===== src/logic/switch_host_pkg.sv =====
// Purpose: Shared constants and types for the bus switch host controller
// Assumes: 10 MHz system clock, 100 kHz serial clock on the switch bus
// Notes:   Offsets are byte addresses on the AXI4-Lite register bus
package switch_host_pkg;

	////////////////////////////////////////////////////////////////////////
	// Timing
	localparam int CLK_NS       = 100;    // System clock period
	localparam int SCL_NS       = 10000;  // Serial clock period
	localparam int QTR_CYC      = SCL_NS / (4 * CLK_NS); // Quarter bit
	localparam int RST_PULSE_NS = 6;      // Least reset pulse at switch
	localparam int RST_CYC_RAW  = (RST_PULSE_NS + CLK_NS - 1) / CLK_NS;
	localparam int RST_CYC      = (RST_CYC_RAW < 1) ? 1 : RST_CYC_RAW;

	////////////////////////////////////////////////////////////////////////
	// Register map
	localparam int           AXI_AW      = 4;      // Address width
	localparam logic [3:0]   CTRL_OFS    = 4'h0;   // Command and target
	localparam logic [3:0]   WDATA_OFS   = 4'h4;   // Byte to write
	localparam logic [3:0]   STATUS_OFS  = 4'h8;   // Engine state
	localparam logic [3:0]   RDATA_OFS   = 4'hc;   // Last byte read
	localparam int           GO_WR_BIT   = 0;      // Start a write
	localparam int           GO_RD_BIT   = 1;      // Start a read
	localparam int           DEV_RST_BIT = 2;      // Pulse switch reset
	localparam int           CNT_LSB     = 4;      // Extra data bytes
	localparam int           SEL_LSB     = 8;      // Address select pins
	localparam int           ST_BUSY_BIT = 0;      // Transfer running
	localparam int           ST_NACK_BIT = 1;      // Address or data nack
	localparam int           ST_IRQ_BIT  = 2;      // Shared irq line low
	localparam int           ST_FLAG_LSB = 8;      // Flagged channels
	localparam int           ST_CONN_LSB = 12;     // Connected channels
	localparam int           CHAN_EN_LSB = 0;      // Control byte enables
	localparam int           CHAN_IRQ_LSB = 4;     // Control byte irqs
	localparam logic [1:0]   SEL_RST     = 2'h0;   // Address select reset
	localparam logic [1:0]   CNT_RST     = 2'h0;   // Byte count reset
	localparam logic [7:0]   WDATA_RST   = 8'h00;  // Write byte reset
	localparam logic [4:0]   DEV_ADDR_HI = 5'h1c;  // Fixed address bits
	localparam logic [1:0]   RESP_OKAY   = 2'h0;
	localparam logic [1:0]   RESP_SLVERR = 2'h2;

	////////////////////////////////////////////////////////////////////////
	// Types
	typedef enum logic [2:0] {
		ST_IDLE, ST_RST, ST_WAIT_BUS, ST_START, ST_BIT, ST_STOP
	} state_type;

	typedef enum logic [1:0] {
		KIND_ADDR, KIND_TX, KIND_RX
	} kind_type;

endpackage


===== src/logic/pin_view_if.sv =====
// Purpose: Synchronised view of the switch bus pins
// Assumes: Driven by line_sync, read by the host core
// Notes:   Every signal has passed two flip-flops
`timescale 1ns/10ps
interface pin_view_if;
	logic scl_s;    // Serial clock level
	logic sda_s;    // Serial data level
	logic irq_n_s;  // Shared interrupt line, low active

	modport sync_side (output scl_s, output sda_s, output irq_n_s);
	modport core_side (input scl_s, input sda_s, input irq_n_s);
endinterface


===== src/logic/line_sync.sv =====
// Purpose: Two-stage synchronisers for the pins read by the host
// Assumes: Pins idle high through pull-ups
// Notes:   First stage is read only by the second stage
`timescale 1ns/10ps
module line_sync (
	// Clock and reset
	input  wire logic aclk,
	input  wire logic aresetn,
	// Raw pins
	input  wire logic scl_in,
	input  wire logic sda_in,
	input  wire logic irq_in_n,
	// Synchronised view
	pin_view_if.sync_side view
);
	logic [2:0] raw;        // Pins gathered
	logic [2:0] meta_reg;   // First stage
	logic [2:0] sync_reg;   // Second stage

	assign raw = {irq_in_n, sda_in, scl_in};

	// One synchroniser per pin, reset to the idle high level
	for (genvar i = 0; i < 3; i++) begin : g_sync
		always_ff @(posedge aclk) begin
			if (!aresetn) begin
				meta_reg[i] <= 1'b1;
				sync_reg[i] <= 1'b1;
			end else begin
				meta_reg[i] <= raw[i];
				sync_reg[i] <= meta_reg[i];
			end
		end
	end

	assign view.scl_s   = sync_reg[0];
	assign view.sda_s   = sync_reg[1];
	assign view.irq_n_s = sync_reg[2];
endmodule


===== src/logic/tick_div.sv =====
// Purpose: Divider giving a one-cycle enable per quarter serial bit
// Assumes: DIV of two or more
// Notes:   Free running from reset release
`timescale 1ns/10ps
module tick_div #(
	parameter int DIV = 25
) (
	// Clock and reset
	input  wire logic aclk,
	input  wire logic aresetn,
	// Enable pulse
	output logic      tick
);
	logic [15:0] cnt_reg;   // Cycles left to the next pulse

	// Count down and reload
	always_ff @(posedge aclk) begin
		if (!aresetn) begin
			cnt_reg <= 16'h0000;
		end else if (cnt_reg == 16'h0000) begin
			cnt_reg <= 16'(DIV - 1);
		end else begin
			cnt_reg <= cnt_reg - 16'h0001;
		end
	end

	assign tick = (cnt_reg == 16'h0000);
endmodule


===== src/logic/switch_host.sv =====
// Purpose: Serial bus controller that programs and polls a bus switch
// Assumes: Software drives it over AXI4-Lite; switch bus pulled up
// Notes:   One transfer at a time; commands while busy are ignored
`timescale 1ns/10ps

// Operation
// Start only while both lines idle high
// Data changes only while clock is low
// Data falls with clock high to start
// Data rises with clock high to stop
// Eight bits then released ninth ack bit
// Switch acks each byte it receives
// Host acks read bytes that are not last
// Host nacks last read byte, then stops
// Address pins tied by board, set here
// Address last bit: one reads, zero writes
// Switch keeps only the last written byte
// Low nibble bits enable channels zero-three
// New selection takes effect at stop
// Stop right after the control byte ack; code first resends the byte cnt_reg more times
// Reset clears control byte, no channels
// Read returns enables and interrupt nibble
// Any channel interrupt pulls output low
// Interrupts seen on unselected channels too
// High nibble reports channel interrupts zero-three
// Status bit one means input asserted
// Software polls all devices on flagged channel
// Interrupt inputs usable as general inputs
// Reset pin low resets switch, deselects all
// Switch answers only its own address
module switch_host
	import switch_host_pkg::*;
(
	// Clock and reset
	input  wire logic              aclk,
	input  wire logic              aresetn,
	// AXI4-Lite write address and data
	input  wire logic [AXI_AW-1:0] awaddr,
	input  wire logic              awvalid,
	output logic                   awready,
	input  wire logic [31:0]       wdata,
	input  wire logic [3:0]        wstrb,
	input  wire logic              wvalid,
	output logic                   wready,
	// AXI4-Lite write response
	output logic [1:0]             bresp,
	output logic                   bvalid,
	input  wire logic              bready,
	// AXI4-Lite read
	input  wire logic [AXI_AW-1:0] araddr,
	input  wire logic              arvalid,
	output logic                   arready,
	output logic [31:0]            rdata,
	output logic [1:0]             rresp,
	output logic                   rvalid,
	input  wire logic              rready,
	// Switch bus clock, open drain
	input  wire logic              scl_in,
	output logic                   scl_out,
	output logic                   scl_oe,
	// Switch bus data, open drain
	input  wire logic              sda_in,
	output logic                   sda_out,
	output logic                   sda_oe,
	// Switch side pins
	input  wire logic              switch_irq_n,
	output logic                   dev_rst_n
);

	////////////////////////////////////////////////////////////////////////
	// Declarations
	pin_view_if view ();             // Synchronised pins
	logic              tick;         // Quarter bit enable
	state_type         state_reg;    // Transfer sequencer
	logic [1:0]        ph_reg;       // Quarter within a bit
	logic [3:0]        bit_cnt_reg;  // Bit within a byte, 8 is ack
	kind_type          kind_reg;     // Byte being moved
	logic [1:0]        rem_reg;      // Data bytes left after this one
	logic [7:0]        shift_reg;    // Byte shifter
	logic              ack_reg;      // Ack seen on last ninth bit
	logic              rd_dir_reg;   // Transfer is a read
	logic              scl_drive_reg; // Pull clock low
	logic              sda_drive_reg; // Pull data low
	logic              dev_rst_n_reg; // Reset pin to switch
	logic [3:0]        rst_cnt_reg;  // Reset pulse length
	logic              nack_reg;     // Last transfer was refused
	logic [7:0]        rd_byte_reg;  // Last control byte read
	logic [1:0]        sel_reg;      // Address select levels
	logic [1:0]        cnt_reg;      // Extra data bytes per transfer
	logic [7:0]        wbyte_reg;    // Control byte to write
	logic [7:0]        addr_byte;    // Address with direction
	logic              aw_have_reg;  // Write address held
	logic [AXI_AW-1:0] aw_addr_reg;
	logic              w_have_reg;   // Write data held
	logic [31:0]       w_data_reg;
	logic [3:0]        w_strb_reg;
	logic              wr_fire;      // Register write this cycle
	logic              ctrl_wr;      // Low lane of control written
	logic              go_wr;        // Write command pulse
	logic              go_rd;        // Read command pulse
	logic              go_rst;       // Reset command pulse
	logic              bvalid_reg;
	logic [1:0]        bresp_reg;
	logic              rvalid_reg;
	logic [31:0]       rdata_reg;
	logic [1:0]        rresp_reg;
	logic [31:0]       rd_word;      // Read mux result
	logic              rd_hit;       // Read address mapped

	////////////////////////////////////////////////////////////////////////
	// Helpers
	line_sync u_sync (
		.aclk     (aclk),
		.aresetn  (aresetn),
		.scl_in   (scl_in),
		.sda_in   (sda_in),
		.irq_in_n (switch_irq_n),
		.view     (view)
	);

	tick_div #(.DIV(QTR_CYC)) u_div (
		.aclk    (aclk),
		.aresetn (aresetn),
		.tick    (tick)
	);

	////////////////////////////////////////////////////////////////////////
	// AXI4-Lite write channels
	assign awready = !aw_have_reg && !bvalid_reg;
	assign wready  = !w_have_reg && !bvalid_reg;
	assign wr_fire = aw_have_reg && w_have_reg && !bvalid_reg;
	assign ctrl_wr = wr_fire && (aw_addr_reg == CTRL_OFS) && w_strb_reg[0];
	assign go_wr   = ctrl_wr && w_data_reg[GO_WR_BIT];
	assign go_rd   = ctrl_wr && w_data_reg[GO_RD_BIT];
	assign go_rst  = ctrl_wr && w_data_reg[DEV_RST_BIT];

	// Hold the write address until the data is here too
	always_ff @(posedge aclk) begin
		if (!aresetn) begin
			aw_have_reg <= 1'b0;
			aw_addr_reg <= '0;
		end else if (awvalid && awready) begin
			aw_have_reg <= 1'b1;
			aw_addr_reg <= awaddr;
		end else if (wr_fire) begin
			aw_have_reg <= 1'b0;
		end
	end

	// Hold the write data until the address is here too
	always_ff @(posedge aclk) begin
		if (!aresetn) begin
			w_have_reg <= 1'b0;
			w_data_reg <= 32'h0000_0000;
			w_strb_reg <= 4'h0;
		end else if (wvalid && wready) begin
			w_have_reg <= 1'b1;
			w_data_reg <= wdata;
			w_strb_reg <= wstrb;
		end else if (wr_fire) begin
			w_have_reg <= 1'b0;
		end
	end

	// Write response, error for unmapped addresses
	always_ff @(posedge aclk) begin
		if (!aresetn) begin
			bvalid_reg <= 1'b0;
			bresp_reg  <= RESP_OKAY;
		end else if (wr_fire) begin
			bvalid_reg <= 1'b1;
			if (aw_addr_reg == CTRL_OFS || aw_addr_reg == WDATA_OFS) begin
				bresp_reg <= RESP_OKAY;
			end else if (aw_addr_reg == STATUS_OFS ||
			             aw_addr_reg == RDATA_OFS) begin
				bresp_reg <= RESP_OKAY;
			end else begin
				bresp_reg <= RESP_SLVERR;
			end
		end else if (bready) begin
			bvalid_reg <= 1'b0;
		end
	end

	assign bvalid = bvalid_reg;
	assign bresp  = bresp_reg;

	// Software registers; select pins and count persist
	always_ff @(posedge aclk) begin
		if (!aresetn) begin
			sel_reg   <= SEL_RST;
			cnt_reg   <= CNT_RST;
			wbyte_reg <= WDATA_RST;
		end else if (wr_fire) begin
			if (aw_addr_reg == CTRL_OFS) begin
				// Board straps mirrored by software
				if (w_strb_reg[0]) cnt_reg <= w_data_reg[CNT_LSB +: 2];
				if (w_strb_reg[1]) sel_reg <= w_data_reg[SEL_LSB +: 2];
			end else if (aw_addr_reg == WDATA_OFS && w_strb_reg[0]) begin
				wbyte_reg <= w_data_reg[7:0];
			end
		end
	end

	////////////////////////////////////////////////////////////////////////
	// AXI4-Lite read channel
	assign arready = !rvalid_reg;

	// Read mux
	always_comb begin
		rd_word = 32'h0000_0000;
		rd_hit  = 1'b1;
		if (araddr == CTRL_OFS) begin
			rd_word[CNT_LSB +: 2] = cnt_reg;
			rd_word[SEL_LSB +: 2] = sel_reg;
		end else if (araddr == WDATA_OFS) begin
			rd_word[7:0] = wbyte_reg;
		end else if (araddr == STATUS_OFS) begin
			rd_word[ST_BUSY_BIT] = (state_reg != ST_IDLE);
			rd_word[ST_NACK_BIT] = nack_reg;
			rd_word[ST_IRQ_BIT]  = !view.irq_n_s;
			// Flagged channels for software to poll
			rd_word[ST_FLAG_LSB +: 4] = rd_byte_reg[CHAN_IRQ_LSB +: 4];
			rd_word[ST_CONN_LSB +: 4] = rd_byte_reg[CHAN_EN_LSB +: 4];
		end else if (araddr == RDATA_OFS) begin
			rd_word[7:0] = rd_byte_reg;
		end else begin
			rd_hit = 1'b0;
		end
	end

	// Read answer one cycle after the address is taken
	always_ff @(posedge aclk) begin
		if (!aresetn) begin
			rvalid_reg <= 1'b0;
			rdata_reg  <= 32'h0000_0000;
			rresp_reg  <= RESP_OKAY;
		end else if (arvalid && arready) begin
			rvalid_reg <= 1'b1;
			rdata_reg  <= rd_word;
			rresp_reg  <= rd_hit ? RESP_OKAY : RESP_SLVERR;
		end else if (rready) begin
			rvalid_reg <= 1'b0;
		end
	end

	assign rvalid = rvalid_reg;
	assign rdata  = rdata_reg;
	assign rresp  = rresp_reg;

	////////////////////////////////////////////////////////////////////////
	// Transfer sequencer
	// Address byte: fixed bits, strap levels, direction last
	assign addr_byte = {DEV_ADDR_HI, sel_reg, rd_dir_reg};

	always_ff @(posedge aclk) begin
		if (!aresetn) begin
			state_reg     <= ST_IDLE;
			ph_reg        <= 2'h0;
			bit_cnt_reg   <= 4'h0;
			kind_reg      <= KIND_ADDR;
			rem_reg       <= 2'h0;
			shift_reg     <= 8'h00;
			ack_reg       <= 1'b0;
			rd_dir_reg    <= 1'b0;
			scl_drive_reg <= 1'b0;
			sda_drive_reg <= 1'b0;
			dev_rst_n_reg <= 1'b1;
			rst_cnt_reg   <= 4'h0;
			nack_reg      <= 1'b0;
			rd_byte_reg   <= 8'h00;
		end else begin
			case (state_reg)
			ST_IDLE: begin
				// Reset pulse wins over a transfer request
				if (go_rst) begin
					dev_rst_n_reg <= 1'b0;
					rst_cnt_reg   <= 4'(RST_CYC - 1);
					state_reg     <= ST_RST;
				end else if (go_wr || go_rd) begin
					rd_dir_reg <= go_rd;
					rem_reg    <= cnt_reg;
					nack_reg   <= 1'b0;
					state_reg  <= ST_WAIT_BUS;
				end
			end
			ST_RST: begin
				// Hold the switch reset for the least pulse width
				if (rst_cnt_reg == 4'h0) begin
					dev_rst_n_reg <= 1'b1;
					state_reg     <= ST_IDLE;
				end else begin
					rst_cnt_reg <= rst_cnt_reg - 4'h1;
				end
			end
			ST_WAIT_BUS: begin
				// Begin only on an idle bus, data falls with clock high
				if (tick && view.scl_s && view.sda_s) begin
					sda_drive_reg <= 1'b1;
					state_reg     <= ST_START;
				end
			end
			ST_START: begin
				// Clock low after the start hold, load the address
				if (tick) begin
					scl_drive_reg <= 1'b1;
					shift_reg     <= addr_byte;
					kind_reg      <= KIND_ADDR;
					bit_cnt_reg   <= 4'h0;
					ph_reg        <= 2'h0;
					state_reg     <= ST_BIT;
				end
			end
			ST_BIT: begin
				if (tick) begin
					case (ph_reg)
					2'h0: begin
						// Clock low: set up data
						if (bit_cnt_reg == 4'h8) begin
							// Ack only read bytes that are not last
							sda_drive_reg <= (kind_reg == KIND_RX) &&
							                 (rem_reg != 2'h0);
						end else begin
							sda_drive_reg <= (kind_reg != KIND_RX) &&
							                 !shift_reg[7];
						end
						ph_reg <= 2'h1;
					end
					2'h1: begin
						// Release clock
						scl_drive_reg <= 1'b0;
						ph_reg        <= 2'h2;
					end
					2'h2: begin
						// Sample once the clock is really high
						if (view.scl_s) begin
							if (bit_cnt_reg == 4'h8) begin
								ack_reg <= !view.sda_s;
							end else begin
								shift_reg <= {shift_reg[6:0], view.sda_s};
							end
							ph_reg <= 2'h3;
						end
					end
					default: begin
						// Clock low, step to the next bit or byte
						scl_drive_reg <= 1'b1;
						ph_reg        <= 2'h0;
						if (bit_cnt_reg != 4'h8) begin
							bit_cnt_reg <= bit_cnt_reg + 4'h1;
						end else begin
							bit_cnt_reg <= 4'h0;
							if (kind_reg != KIND_RX && !ack_reg) begin
								// Address or byte refused
								nack_reg  <= 1'b1;
								state_reg <= ST_STOP;
							end else if (kind_reg == KIND_ADDR) begin
								kind_reg  <= rd_dir_reg ? KIND_RX : KIND_TX;
								shift_reg <= rd_dir_reg ? 8'h00 : wbyte_reg;
							end else begin
								if (kind_reg == KIND_RX) begin
									rd_byte_reg <= shift_reg;
								end
								if (rem_reg == 2'h0) begin
									state_reg <= ST_STOP;
								end else begin
									rem_reg   <= rem_reg - 2'h1;
									shift_reg <= wbyte_reg;
								end
							end
						end
					end
					endcase
				end
			end
			ST_STOP: begin
				if (tick) begin
					case (ph_reg)
					2'h0: begin
						// Data low under a low clock
						sda_drive_reg <= 1'b1;
						ph_reg        <= 2'h1;
					end
					2'h1: begin
						scl_drive_reg <= 1'b0;
						ph_reg        <= 2'h2;
					end
					2'h2: begin
						// Data rises while clock is high
						if (view.scl_s) begin
							sda_drive_reg <= 1'b0;
							ph_reg        <= 2'h3;
						end
					end
					default: begin
						// Bus free time before the next command
						ph_reg    <= 2'h0;
						state_reg <= ST_IDLE;
					end
					endcase
				end
			end
			default: begin
				state_reg <= ST_IDLE;
			end
			endcase
		end
	end

	// Open-drain pins: drive low only
	assign scl_out   = 1'b0;
	assign sda_out   = 1'b0;
	assign scl_oe    = scl_drive_reg;
	assign sda_oe    = sda_drive_reg;
	assign dev_rst_n = dev_rst_n_reg;
endmodule


===== config.mk =====
export PLATFORM = sky130hd
export DESIGN_NAME = switch_host
export DESIGN_NICKNAME = d
export VERILOG_FILES = /design/src/logic/switch_host_pkg.sv /design/src/logic/pin_view_if.sv /design/src/logic/line_sync.sv /design/src/logic/tick_div.sv /design/src/logic/switch_host.sv
export SDC_FILE = /design/constraint.sdc
export NUM_CORES = 1
export LEC_CHECK = 0
export ABC_CLOCK_PERIOD_IN_PS = 1800
export BUFFER_PORTS_ARGS = -buffer_cell sky130_fd_sc_hd__buf_2
export CORE_MARGIN = 2
export CORE_UTILIZATION = 45
export CTS_CLUSTER_SIZE = 24
export DETAILED_ROUTE_END_ITERATION = 10
export PLACE_DENSITY = 0.7
export REMOVE_ABC_BUFFERS = 1
export SYNTH_ARGS = -nofsm -noshare
export SYNTH_HDL_FRONTEND = slang
export SYNTH_SLANG_ARGS = --single-unit
export TNS_END_PERCENT = 20

===== constraint.sdc =====
create_clock -name aclk -period 1.8 [get_ports aclk]
set_input_delay 0.09 -clock aclk [delete_from_list [all_inputs] [get_ports aclk]]
set_output_delay 0.09 -clock aclk [all_outputs]
set_load 0.05 [all_outputs]

## Yosys cells after proc, flatten, opt, wreduce, memory -nomap -nowiden

Index checks and enable logic that the tools add are counted.

| storage, ports and cells | value |
|---|---|
| flip-flop bits (word level) | 113 |
| output and inout bits | 46 |
| logic and storage cells | 271 |

| operators by class | value |
|---|---|
| $add $sub $neg | 4 |
| equal/unequal tests | 50 |
| muxes and demuxes | 104 |
| bitwise gates (word level) | 7 |
| reductions and logical operators | 71 |

Operators by type and width:

| kind | number |
|---|---|
| $mux 8 | 13 |
| $mux 2 | 23 |
| $mux 3 | 14 |
| $ne 2x2->1 const B | 21 |
| $pmux 8 s2 | 2 |
| $mux 1 | 29 |
| $mux 4 | 7 |
| $reduce_and 7->1 | 4 |
| $eq 4x4->1 const B | 5 |
| $logic_and 1x1->1 | 18 |
| $ne 3x3->1 const B | 6 |
| $pmux 3 s6 | 1 |
| $reduce_and 3->1 | 6 |
| $reduce_and 9->1 | 2 |
| $reduce_bool 2->1 | 9 |
| $logic_not 16->1 | 1 |
| $pmux 4 s2 | 2 |
| $sub 16x1->16 const B | 1 |
| $logic_not 4->1 | 3 |
| $ne 3x2->1 const B | 4 |
| $pmux 2 s2 | 3 |
| $reduce_and 11->1 | 1 |
| $mux 5 | 2 |
| $reduce_bool 3->1 | 3 |
| other kinds (25) | 56 |

## Longest topological paths before layout

Gate-level depths: netlist of run 1.

| logic depth | value |
|---|---|
| depth in word-level cells | 9 |
| mapped depth | 9 |

## By module

From an unflattened synthesis of run 1, not the netlist that was laid out.

| unflattened totals | value |
|---|---|
| cell total of the unflattened synthesis | 608 |
| area total of the unflattened synthesis | 5270.1 um^2 |

Modules (own cells, without submodules):

| module | instances | cells each | area each (um^2) | seq. area each (um^2) |
|---|---|---|---|---|
| switch_host | 1 | 519 | 4362.9 | 1781.7 |
| tick_div | 1 | 77 | 749.5 | 320.3 |
| line_sync | 1 | 12 | 157.7 | 120.1 |

## Worst setup path after synthesis of run 1

OpenSTA, ideal clock, no wires.

| timing | value |
|---|---|
| path kind | reg2reg |
| start | register bvalid_reg (netlist: bvalid) |
| end | register aw_addr_reg[2] |
| arrival | 1.958 ns |
| required time | 1.672 ns |
| path slack | -0.286 ns |
| cell stages (with the launch flop) | 6 |
| buffers on the path | 1 |
| cell sequence | dfxtp_1 nor2_1 and2_1 clkbuf_1 mux2i_1 nor2_1 |

| on the way | value |
|---|---|
| word-level cells in the longest chain between the ends | 3 |

RTL lines:

| element | line | source |
|---|---|---|
| start: declaration | switch_host.sv:102 | `logic bvalid_reg;` |
| start signal: assignment | switch_host.sv:168 | `bvalid_reg <= 1'b0;` |
| start signal: assignment | switch_host.sv:171 | `bvalid_reg <= 1'b1;` |
| start signal: assignment | switch_host.sv:181 | `bvalid_reg <= 1'b0;` |
| $logic_not 1->1 | switch_host.sv:129 | `assign awready = !aw_have_reg && !bvalid_reg;` |
| $logic_and 1x1->1 | switch_host.sv:129 |  |
| named net awready | switch_host.sv:40 | `output logic awready,` |
| $logic_and 1x1->1 | switch_host.sv:142 | `end else if (awvalid && awready) begin` |
| end signal: assignment | switch_host.sv:144 | `aw_addr_reg <= awaddr;` |
| end: declaration | switch_host.sv:93 | `logic [AXI_AW-1:0] aw_addr_reg;` |

The timed path passes the listed nets, and every way through them passes these cells.
A chain may end at the register's enable or synchronous reset.

## Worst setup path in the final report of run 1

| timing | value |
|---|---|
| start | register state_reg[1] |
| end | register shift_reg[0] |

| on the way | value |
|---|---|
| word-level cells in the longest chain between the ends | 3 |
| elaborated cells between the ends (all ways) | 13 |
| those cells by class | eq/ne: 10; mux: 1; reduce/logical: 2 |

RTL lines:

| element | line | source |
|---|---|---|
| start: declaration | switch_host.sv:74 | `state_type state_reg;` |
| start signal: assignment | switch_host.sv:258 | `state_reg <= ST_IDLE;` |
| start signal: assignment | switch_host.sv:279 | `state_reg <= ST_RST;` |
| start signal: assignment | switch_host.sv:284 | `state_reg <= ST_WAIT_BUS;` |
| $eq 3x3->1 / $eq 3x2->1 (equally long branches) | switch_host.sv:273 | `case (state_reg)` |
| $ne 4x4->1 (no line) (tied with other cells) | n/a |  |
| $reduce_and 9->1 (no line) | n/a |  |
| end signal: assignment | switch_host.sv:307 | `shift_reg <= addr_byte;` |
| end signal: assignment | switch_host.sv:340 | `shift_reg <= {shift_reg[6:0], view.sda_s};` |
| end signal: assignment | switch_host.sv:359 | `shift_reg <= rd_dir_reg ? 8'h00 : wbyte_reg;` |
| end: declaration | switch_host.sv:79 | `logic [7:0] shift_reg;` |

Parallel ways exist; a longest one is shown, timed or not.

==> metrics.txt, run 1 <==
number of buffers on the longest clock path 2; DRC violation count after routing 0; violated checks hold timing, setup timing; Iteration-0 DRC Markers 268; number of enable flip-flop cells after synthesis 0; routed vias/inst 5.41; first-pass GRT wire length 22000 um; launch instance of the worst min-delay path awaddr[2]; max capacitance violation total 0; post-synthesis cell count 604; warnings from Yosys 0; number of iterations in the first detailed-routing pass 5; synthesized area per cell 8.55 um2; Reg clk slew, reported paths 0.08 ns; library cells used by synthesis 61; antenna violations before repair 0; Antenna Nets Post-Route 0; final worst hold slack -0.00527 ns; unrepaired setup endpoints after global routing true; Crit-path slowest cell sky130_fd_sc_hd__or4_1; hold depth 3; FF-to-FF path depth 5; n_diodes 0; flip-flop and latch count after synthesis 111; H-Tree Depth 3; Final Cycle Share 109%; Post-Syn Area 5170 um2; combined global-route utilization of all metal layers 21.5%; clk_lat worst skew 0.36 ns; final routed wirelength across all metal layers 13200 um; Fin. Hold Viols 1; I/O pin count 100; Leakage 2.80 nW; Die Area 12400 um2; CTS tree yes; type of the worst setup path flip-flop to flip-flop; count of buffers inserted at the top-level ports 55; Reg-to-Reg End shift_reg[0]; CP max FO 6; Num CTS Buffers 9; detailed-placement wirelength estimate 8990 um; pre-CTS worst setup slack -0.241 ns; final count of pins violating max slew 0; crit path buf inv count 0; pin count of the biggest net entering global routing 80; final RePlAce weighted congestion 0.900; Cell Chain, Critical Path or3b_4 -> nor2_2 -> a221oi_4 -> or4_1 -> a21oi_1; synthesis-to-finish area growth 31.8%; effective utilization at floorplan 45.6%; overall via count from detail_route 4845; Root Buffer sky130_fd_sc_hd__clkbuf_16; post-route setup TNS -1.59 ns; top cell family by delay on the critical path simple AND/OR/NAND/NOR gates; result of the run complete, but fails checks; final setup violation count 20; highest cell delay on the worst timing path 0.50 ns; critical path endpoint category flip-flop; top_reg_cell synth sky130_fd_sc_hd__dfxtp_1; depth of the critical timing path with buffers and inverters included 5; min-delay worst type primary input to flip-flop; power per cell area 1010 nW/um2; worst reg2reg setup slack -0.17 ns; async set or reset register ratio after synthesis 0%; critical register-to-register path startpoint state_reg[1]; CP startpoint kind flip-flop; fraction of layout instances using a drive strength above 1 28.4%; final setup slack of the worst path -0.169 ns; CP startpoint state_reg[1]; horizontal die dimension 111 um; overall die height 111 um; clk_skew 0.00995 ns; Clock Sink Count 111; timing-limited maximum frequency 0.508 GHz; vias in the first global route 4699; nets@finish 812; routed length per placed instance 14.7 um; Row Count 39; global-route congestion overflow total 0; total core area 11300 um2; Peak supply drop 1010 uV; critical path required time 2.09 ns; sequential-to-total area share from yosys stat 43.0%; fin crit period 1.97 ns; Hold Path End aw_addr_reg[2]; data arrival time of the critical path 2.26 ns
==> worst reg2reg max path, stage by stage, from the launching register on <==
cell and delay (ns):
sky130_fd_sc_hd__dfxtp_2 0.33, sky130_fd_sc_hd__or3b_4 0.43, sky130_fd_sc_hd__nor2_2 0.32, sky130_fd_sc_hd__a221oi_4 0.17
sky130_fd_sc_hd__or4_1 0.50, sky130_fd_sc_hd__a21oi_1 0.15
==> metal layers <==
layer	routed length, um	global-route usage, %	share of wire [%]	up-vias
li1	-	-	-	2370
met1	6030	27.8	46	2298
met2	6290	36.1	48	147
met3	565	3.28	4.3	30
met4	310	8.31	2.4	0
met5	0	0	0	-
==> report_power, final <==
part / internal [mW] / leakage, nW / switching, mW
Combinational: 0.994 / 1.75 / 1.10
Clock: 1.00 / 0.144 / 0.976
Sequential: 2.64 / 0.906 / 0.150
Total: 4.64 / 2.80 / 2.22
==> area by class of cell <==
type / count / area (um2)
multi-input cells: 445 / 2870
well taps: 143 / 179
repair buffers: 165 / 1180
flip-flops and latches: 111 / 2230
inverters: 16 / 60.1
clock inverters: 6 / 53.8
clock buffers: 10 / 239
fillers: 937 / 4510
==> cells in the mapped netlist (2+ instances only) <==
master                     number  area [um2]
sky130_fd_sc_hd__dfxtp_1      111        2220
sky130_fd_sc_hd__nor2_1        86         323
sky130_fd_sc_hd__nand2_1       54         203
sky130_fd_sc_hd__a21oi_1       48         240
sky130_fd_sc_hd__mux2i_1       32         320
sky130_fd_sc_hd__clkbuf_1      25        93.8
sky130_fd_sc_hd__o21ai_0       23         115
sky130_fd_sc_hd__buf_4         20         150
sky130_fd_sc_hd__nor3_1        16        80.1
sky130_fd_sc_hd__inv_1         15        56.3
sky130_fd_sc_hd__a22oi_1       13        97.6
sky130_fd_sc_hd__nand2b_1      13        81.3
sky130_fd_sc_hd__nand3_1       12        60.1
sky130_fd_sc_hd__ha_1          10         125
sky130_fd_sc_hd__nor4_1        10        62.6
sky130_fd_sc_hd__xor2_1         9        78.8
sky130_fd_sc_hd__or4_1          7        52.6
sky130_fd_sc_hd__a221oi_1       6        52.6
sky130_fd_sc_hd__a31oi_1        6        37.5
sky130_fd_sc_hd__nand3b_1       6        45.0
sky130_fd_sc_hd__xnor2_1        6        52.6
sky130_fd_sc_hd__and2_1         5        31.3
sky130_fd_sc_hd__and3_1         5        31.3
sky130_fd_sc_hd__nor2b_1        5        31.3
sky130_fd_sc_hd__a22o_1         4        35.0
sky130_fd_sc_hd__buf_1          4        15.0
sky130_fd_sc_hd__or3_1          4        25.0
sky130_fd_sc_hd__a211o_1        3        26.3
sky130_fd_sc_hd__and3b_1        3        26.3
sky130_fd_sc_hd__o221a_2        3        33.8
sky130_fd_sc_hd__a21boi_0       2        15.0
sky130_fd_sc_hd__a21o_1         2        15.0
sky130_fd_sc_hd__a311oi_1       2        17.5
sky130_fd_sc_hd__buf_6          2        22.5
sky130_fd_sc_hd__nand4_1        2        12.5
sky130_fd_sc_hd__nor3b_1        2        15.0
sky130_fd_sc_hd__nor4b_1        2        17.5
sky130_fd_sc_hd__o21a_1         2        15.0
sky130_fd_sc_hd__or2_2          2        12.5
==> metrics by stage <==
step                      cells  utilization, %  cell area, um2  total power, mW
after floorplan             571               -            4950             3.86
after global placement      856            53.7            6080             4.63
after detailed placement    856            53.7            6080             4.70
after CTS                   896            59.5            6740             6.74
after global routing        896            60.1            6810             7.23
final                       896            60.1            6810             6.86
==> cell families (layout without fill, tap and decap cells) <==
group                      after synthesis  in the layout  synth area share, %
other                                    1             20               0.0726
muxes                                   33             33                 6.42
DFF                                    111            111                 43.0
and+or+nand+nor                        243            243                 23.6
AOI/OAI and AO/OA                      123            124                 15.2
adders and majority gates               10             10                 2.42
buffers and inverters                   68            197                 6.71
xor gates and xnor gates                15             15                 2.54
==> timing repair <==
action / CTS / global route
setup buffers: 4 / 0
gates resized for setup: 38 / 17
hold buffers: 19 / 0
hold endpoints to repair: 19 / 0
pin swaps: 21 / 2
setup endpoints to repair: 34 / 40
gates cloned: 1 / 0
==> worst max path at each step <==
stage | end | slack [ns]
after global placement | shift_reg[4] | -0.19
after detailed placement | shift_reg[1] | -0.24
after floorplan | rd_byte_reg[0] | -0.78
final | shift_reg[0] | -0.17
after CTS | shift_reg[4] | -0.13
after global routing | shift_reg[3] | -0.24
==> placed cells by master, fill, tap and decap left out, drive strengths merged, types with 8 or more instances in the layout <==
master,count
nor4,12
conb,20
nor3,16
o21ai,23
dlygate4sd3,19
buf,146
nand2b,13
a22oi,13
mux2i,32
nor2,87
nand2,54
clkbuf,10
ha,10
a21oi,48
a221oi,8
xor2,9
dfxtp,111
inv,18
nand3,12
(Power assumes the default switching activity.)
==> run 2: changes to the inputs <==
Settings changed: SKIP_LAST_GASP from default to 1.
==> metrics.txt, run 2 (synthesized netlist as in run 1, its figures left out) <==
endpoint of the most critical setup path shift_reg[4]; global-route congestion overflow total 0 (unchanged); Peak supply drop 939 uV (-6.9%); effective utilization at floorplan 45.6% (unchanged); pin count of the biggest net entering global routing 80 (unchanged); number of iterations in the first detailed-routing pass 5 (unchanged); Leakage 2.77 nW (-0.92%); routed vias/inst 5.44 (+0.54%); fraction of layout instances using a drive strength above 1 26.6% (-1.9 points); Die Area 12400 um2 (unchanged); unrepaired setup endpoints after global routing true; Antenna Nets Post-Route 0 (unchanged); vias in the first global route 4671 (-0.60%); clk_lat worst skew 0.36 ns (about the same); Root Buffer sky130_fd_sc_hd__clkbuf_16; timing-limited maximum frequency 0.502 GHz (-1.1%); total core area 11300 um2 (unchanged); count of buffers inserted at the top-level ports 55 (unchanged); DRC violation count after routing 0 (unchanged); overall via count from detail_route 4871 (+0.54%); final count of pins violating max slew 0 (unchanged); critical path endpoint category flip-flop; result of the run complete, but fails checks; n_diodes 0 (unchanged); CP startpoint rem_reg[0]; critical path required time 2.10 ns (about the same); nets@finish 812 (unchanged); Reg clk slew, reported paths 0.08 ns (about the same); overall die height 111 um (unchanged); horizontal die dimension 111 um (unchanged); top library cells by usage in the layout, fill and taps aside 104 x sky130_fd_sc_hd__dfxtp_1, 88 x sky130_fd_sc_hd__buf_4, 85 x sky130_fd_sc_hd__nor2_1; detailed-placement wirelength estimate 8990 um (unchanged); final worst hold slack -0.00594 ns (-0.000669 ns); final setup slack of the worst path -0.191 ns (-0.0222 ns); fin crit period 1.99 ns (+0.0222 ns); H-Tree Depth 3 (unchanged); critical register-to-register path startpoint rem_reg[0]; clk_skew 0.0112 ns (+0.00122 ns); final routed wirelength across all metal layers 13100 um (-0.58%); CTS tree yes; combined global-route utilization of all metal layers 21.2% (-0.23 points); final setup violation count 27 (+35%); CP startpoint kind flip-flop; antenna violations before repair 0 (unchanged); Iteration-0 DRC Markers 249 (-7.1%); data arrival time of the critical path 2.29 ns (+0.03 ns); synthesis-to-finish area growth 30.3%; Clock Sink Count 111 (unchanged); max capacitance violation total 0 (unchanged); Final Cycle Share 111% (+1.2 points); FF-to-FF path depth 7 (+2); first-pass GRT wire length 21700 um (-1.2%); number of buffers on the longest clock path 2 (unchanged); final RePlAce weighted congestion 0.900 (unchanged); worst reg2reg setup slack -0.19 ns (-0.02 ns); violated checks hold timing, setup timing; Num CTS Buffers 9 (unchanged); CP max FO 6 (unchanged); most common cell after layout, fill and taps aside sky130_fd_sc_hd__dfxtp_1; Reg-to-Reg End shift_reg[4]; hold depth 3 (unchanged); Post-Route Utilization 59.5% (-0.67 points); I/O pin count 100 (unchanged); routed length per placed instance 14.6 um (-0.58%); Fin. Hold Viols 1 (unchanged); type of the worst setup path flip-flop to flip-flop; min-delay worst type primary input to flip-flop; power per cell area 1000 nW/um2 (-0.51%); Row Count 39 (unchanged)
-- run 2: layout make-up --
type / instances / area (um2)
Fill cell: 949 / 4590
Multi-Input combinational cell: 445 / 2790
Clock inverter: 6 / 53.8
Timing Repair Buffer: 165 / 1180
Sequential cell: 111 / 2230
Tap cell: 143 / 179
Inverter: 16 / 60.1
Clock buffer: 10 / 239
-- run 2: how the worst min path moves through the flow --
stage	from	end	slack [ns]
finish	awaddr[2]	aw_addr_reg[2]	-0.006
global route	awaddr[2]	aw_addr_reg[2]	0.02
CTS	awaddr[2]	aw_addr_reg[2]	0.003
detailed placement	scl_in	u_sync.meta_reg[0]	0.28
global placement	rready	rvalid	0.27
floorplan	aresetn	u_sync.meta_reg[0]	0.16
-- run 2: through the flow --
| step | total power, mW | instance area, um2 | setup TNS, ns | setup WS, ns | std cells |
|---|---|---|---|---|---|
| after detailed placement | 4.70 | 6080 | -4.59 | -0.241 | 856 |
| after global placement | 4.63 | 6080 | -3.55 | -0.193 | 856 |
| after floorplan | 3.86 | 4950 | -30.40 | -0.775 | 571 |
| final | 6.75 | 6730 | -2.24 | -0.191 | 896 |
| after CTS | 6.70 | 6690 | -2.78 | -0.149 | 896 |
| after global routing | 7.12 | 6730 | -5.84 | -0.241 | 896 |
-- run 2: critical path, stage by stage, from the launching register on --
cell	delay [ns]
sky130_fd_sc_hd__dfxtp_2	0.34
sky130_fd_sc_hd__inv_1	0.06
sky130_fd_sc_hd__ha_2	0.18
sky130_fd_sc_hd__and2_4	0.16
sky130_fd_sc_hd__o32ai_4	0.38
sky130_fd_sc_hd__a221oi_4	0.15
sky130_fd_sc_hd__or4_1	0.54
sky130_fd_sc_hd__a21oi_1	0.13
-- run 2: report_power, final --
part / switching [mW] / internal [mW]
combinational: 1.06 / 0.936
clock: 0.974 / 1.00
sequential: 0.139 / 2.64
-- run 2: per-layer routing --
metal,global-route usage [%],wire length (um),share of wire [%],vias up
li1,-,-,-,2364
met1,27.4,5840,44,2320
met2,35.6,6240,48,157
met3,3.50,726,5.5,30
met4,8.31,311,2.4,0
met5,0,0,0,-
-- run 2: repair_timing --
item,4_1_cts,5_1_grt
pin swaps,19,1
endpoints found under the hold margin,19,0
gates cloned,1,0
gates resized for setup,23,9
endpoints found under the setup margin,34,44
hold buffers,19,0
setup buffers,4,0
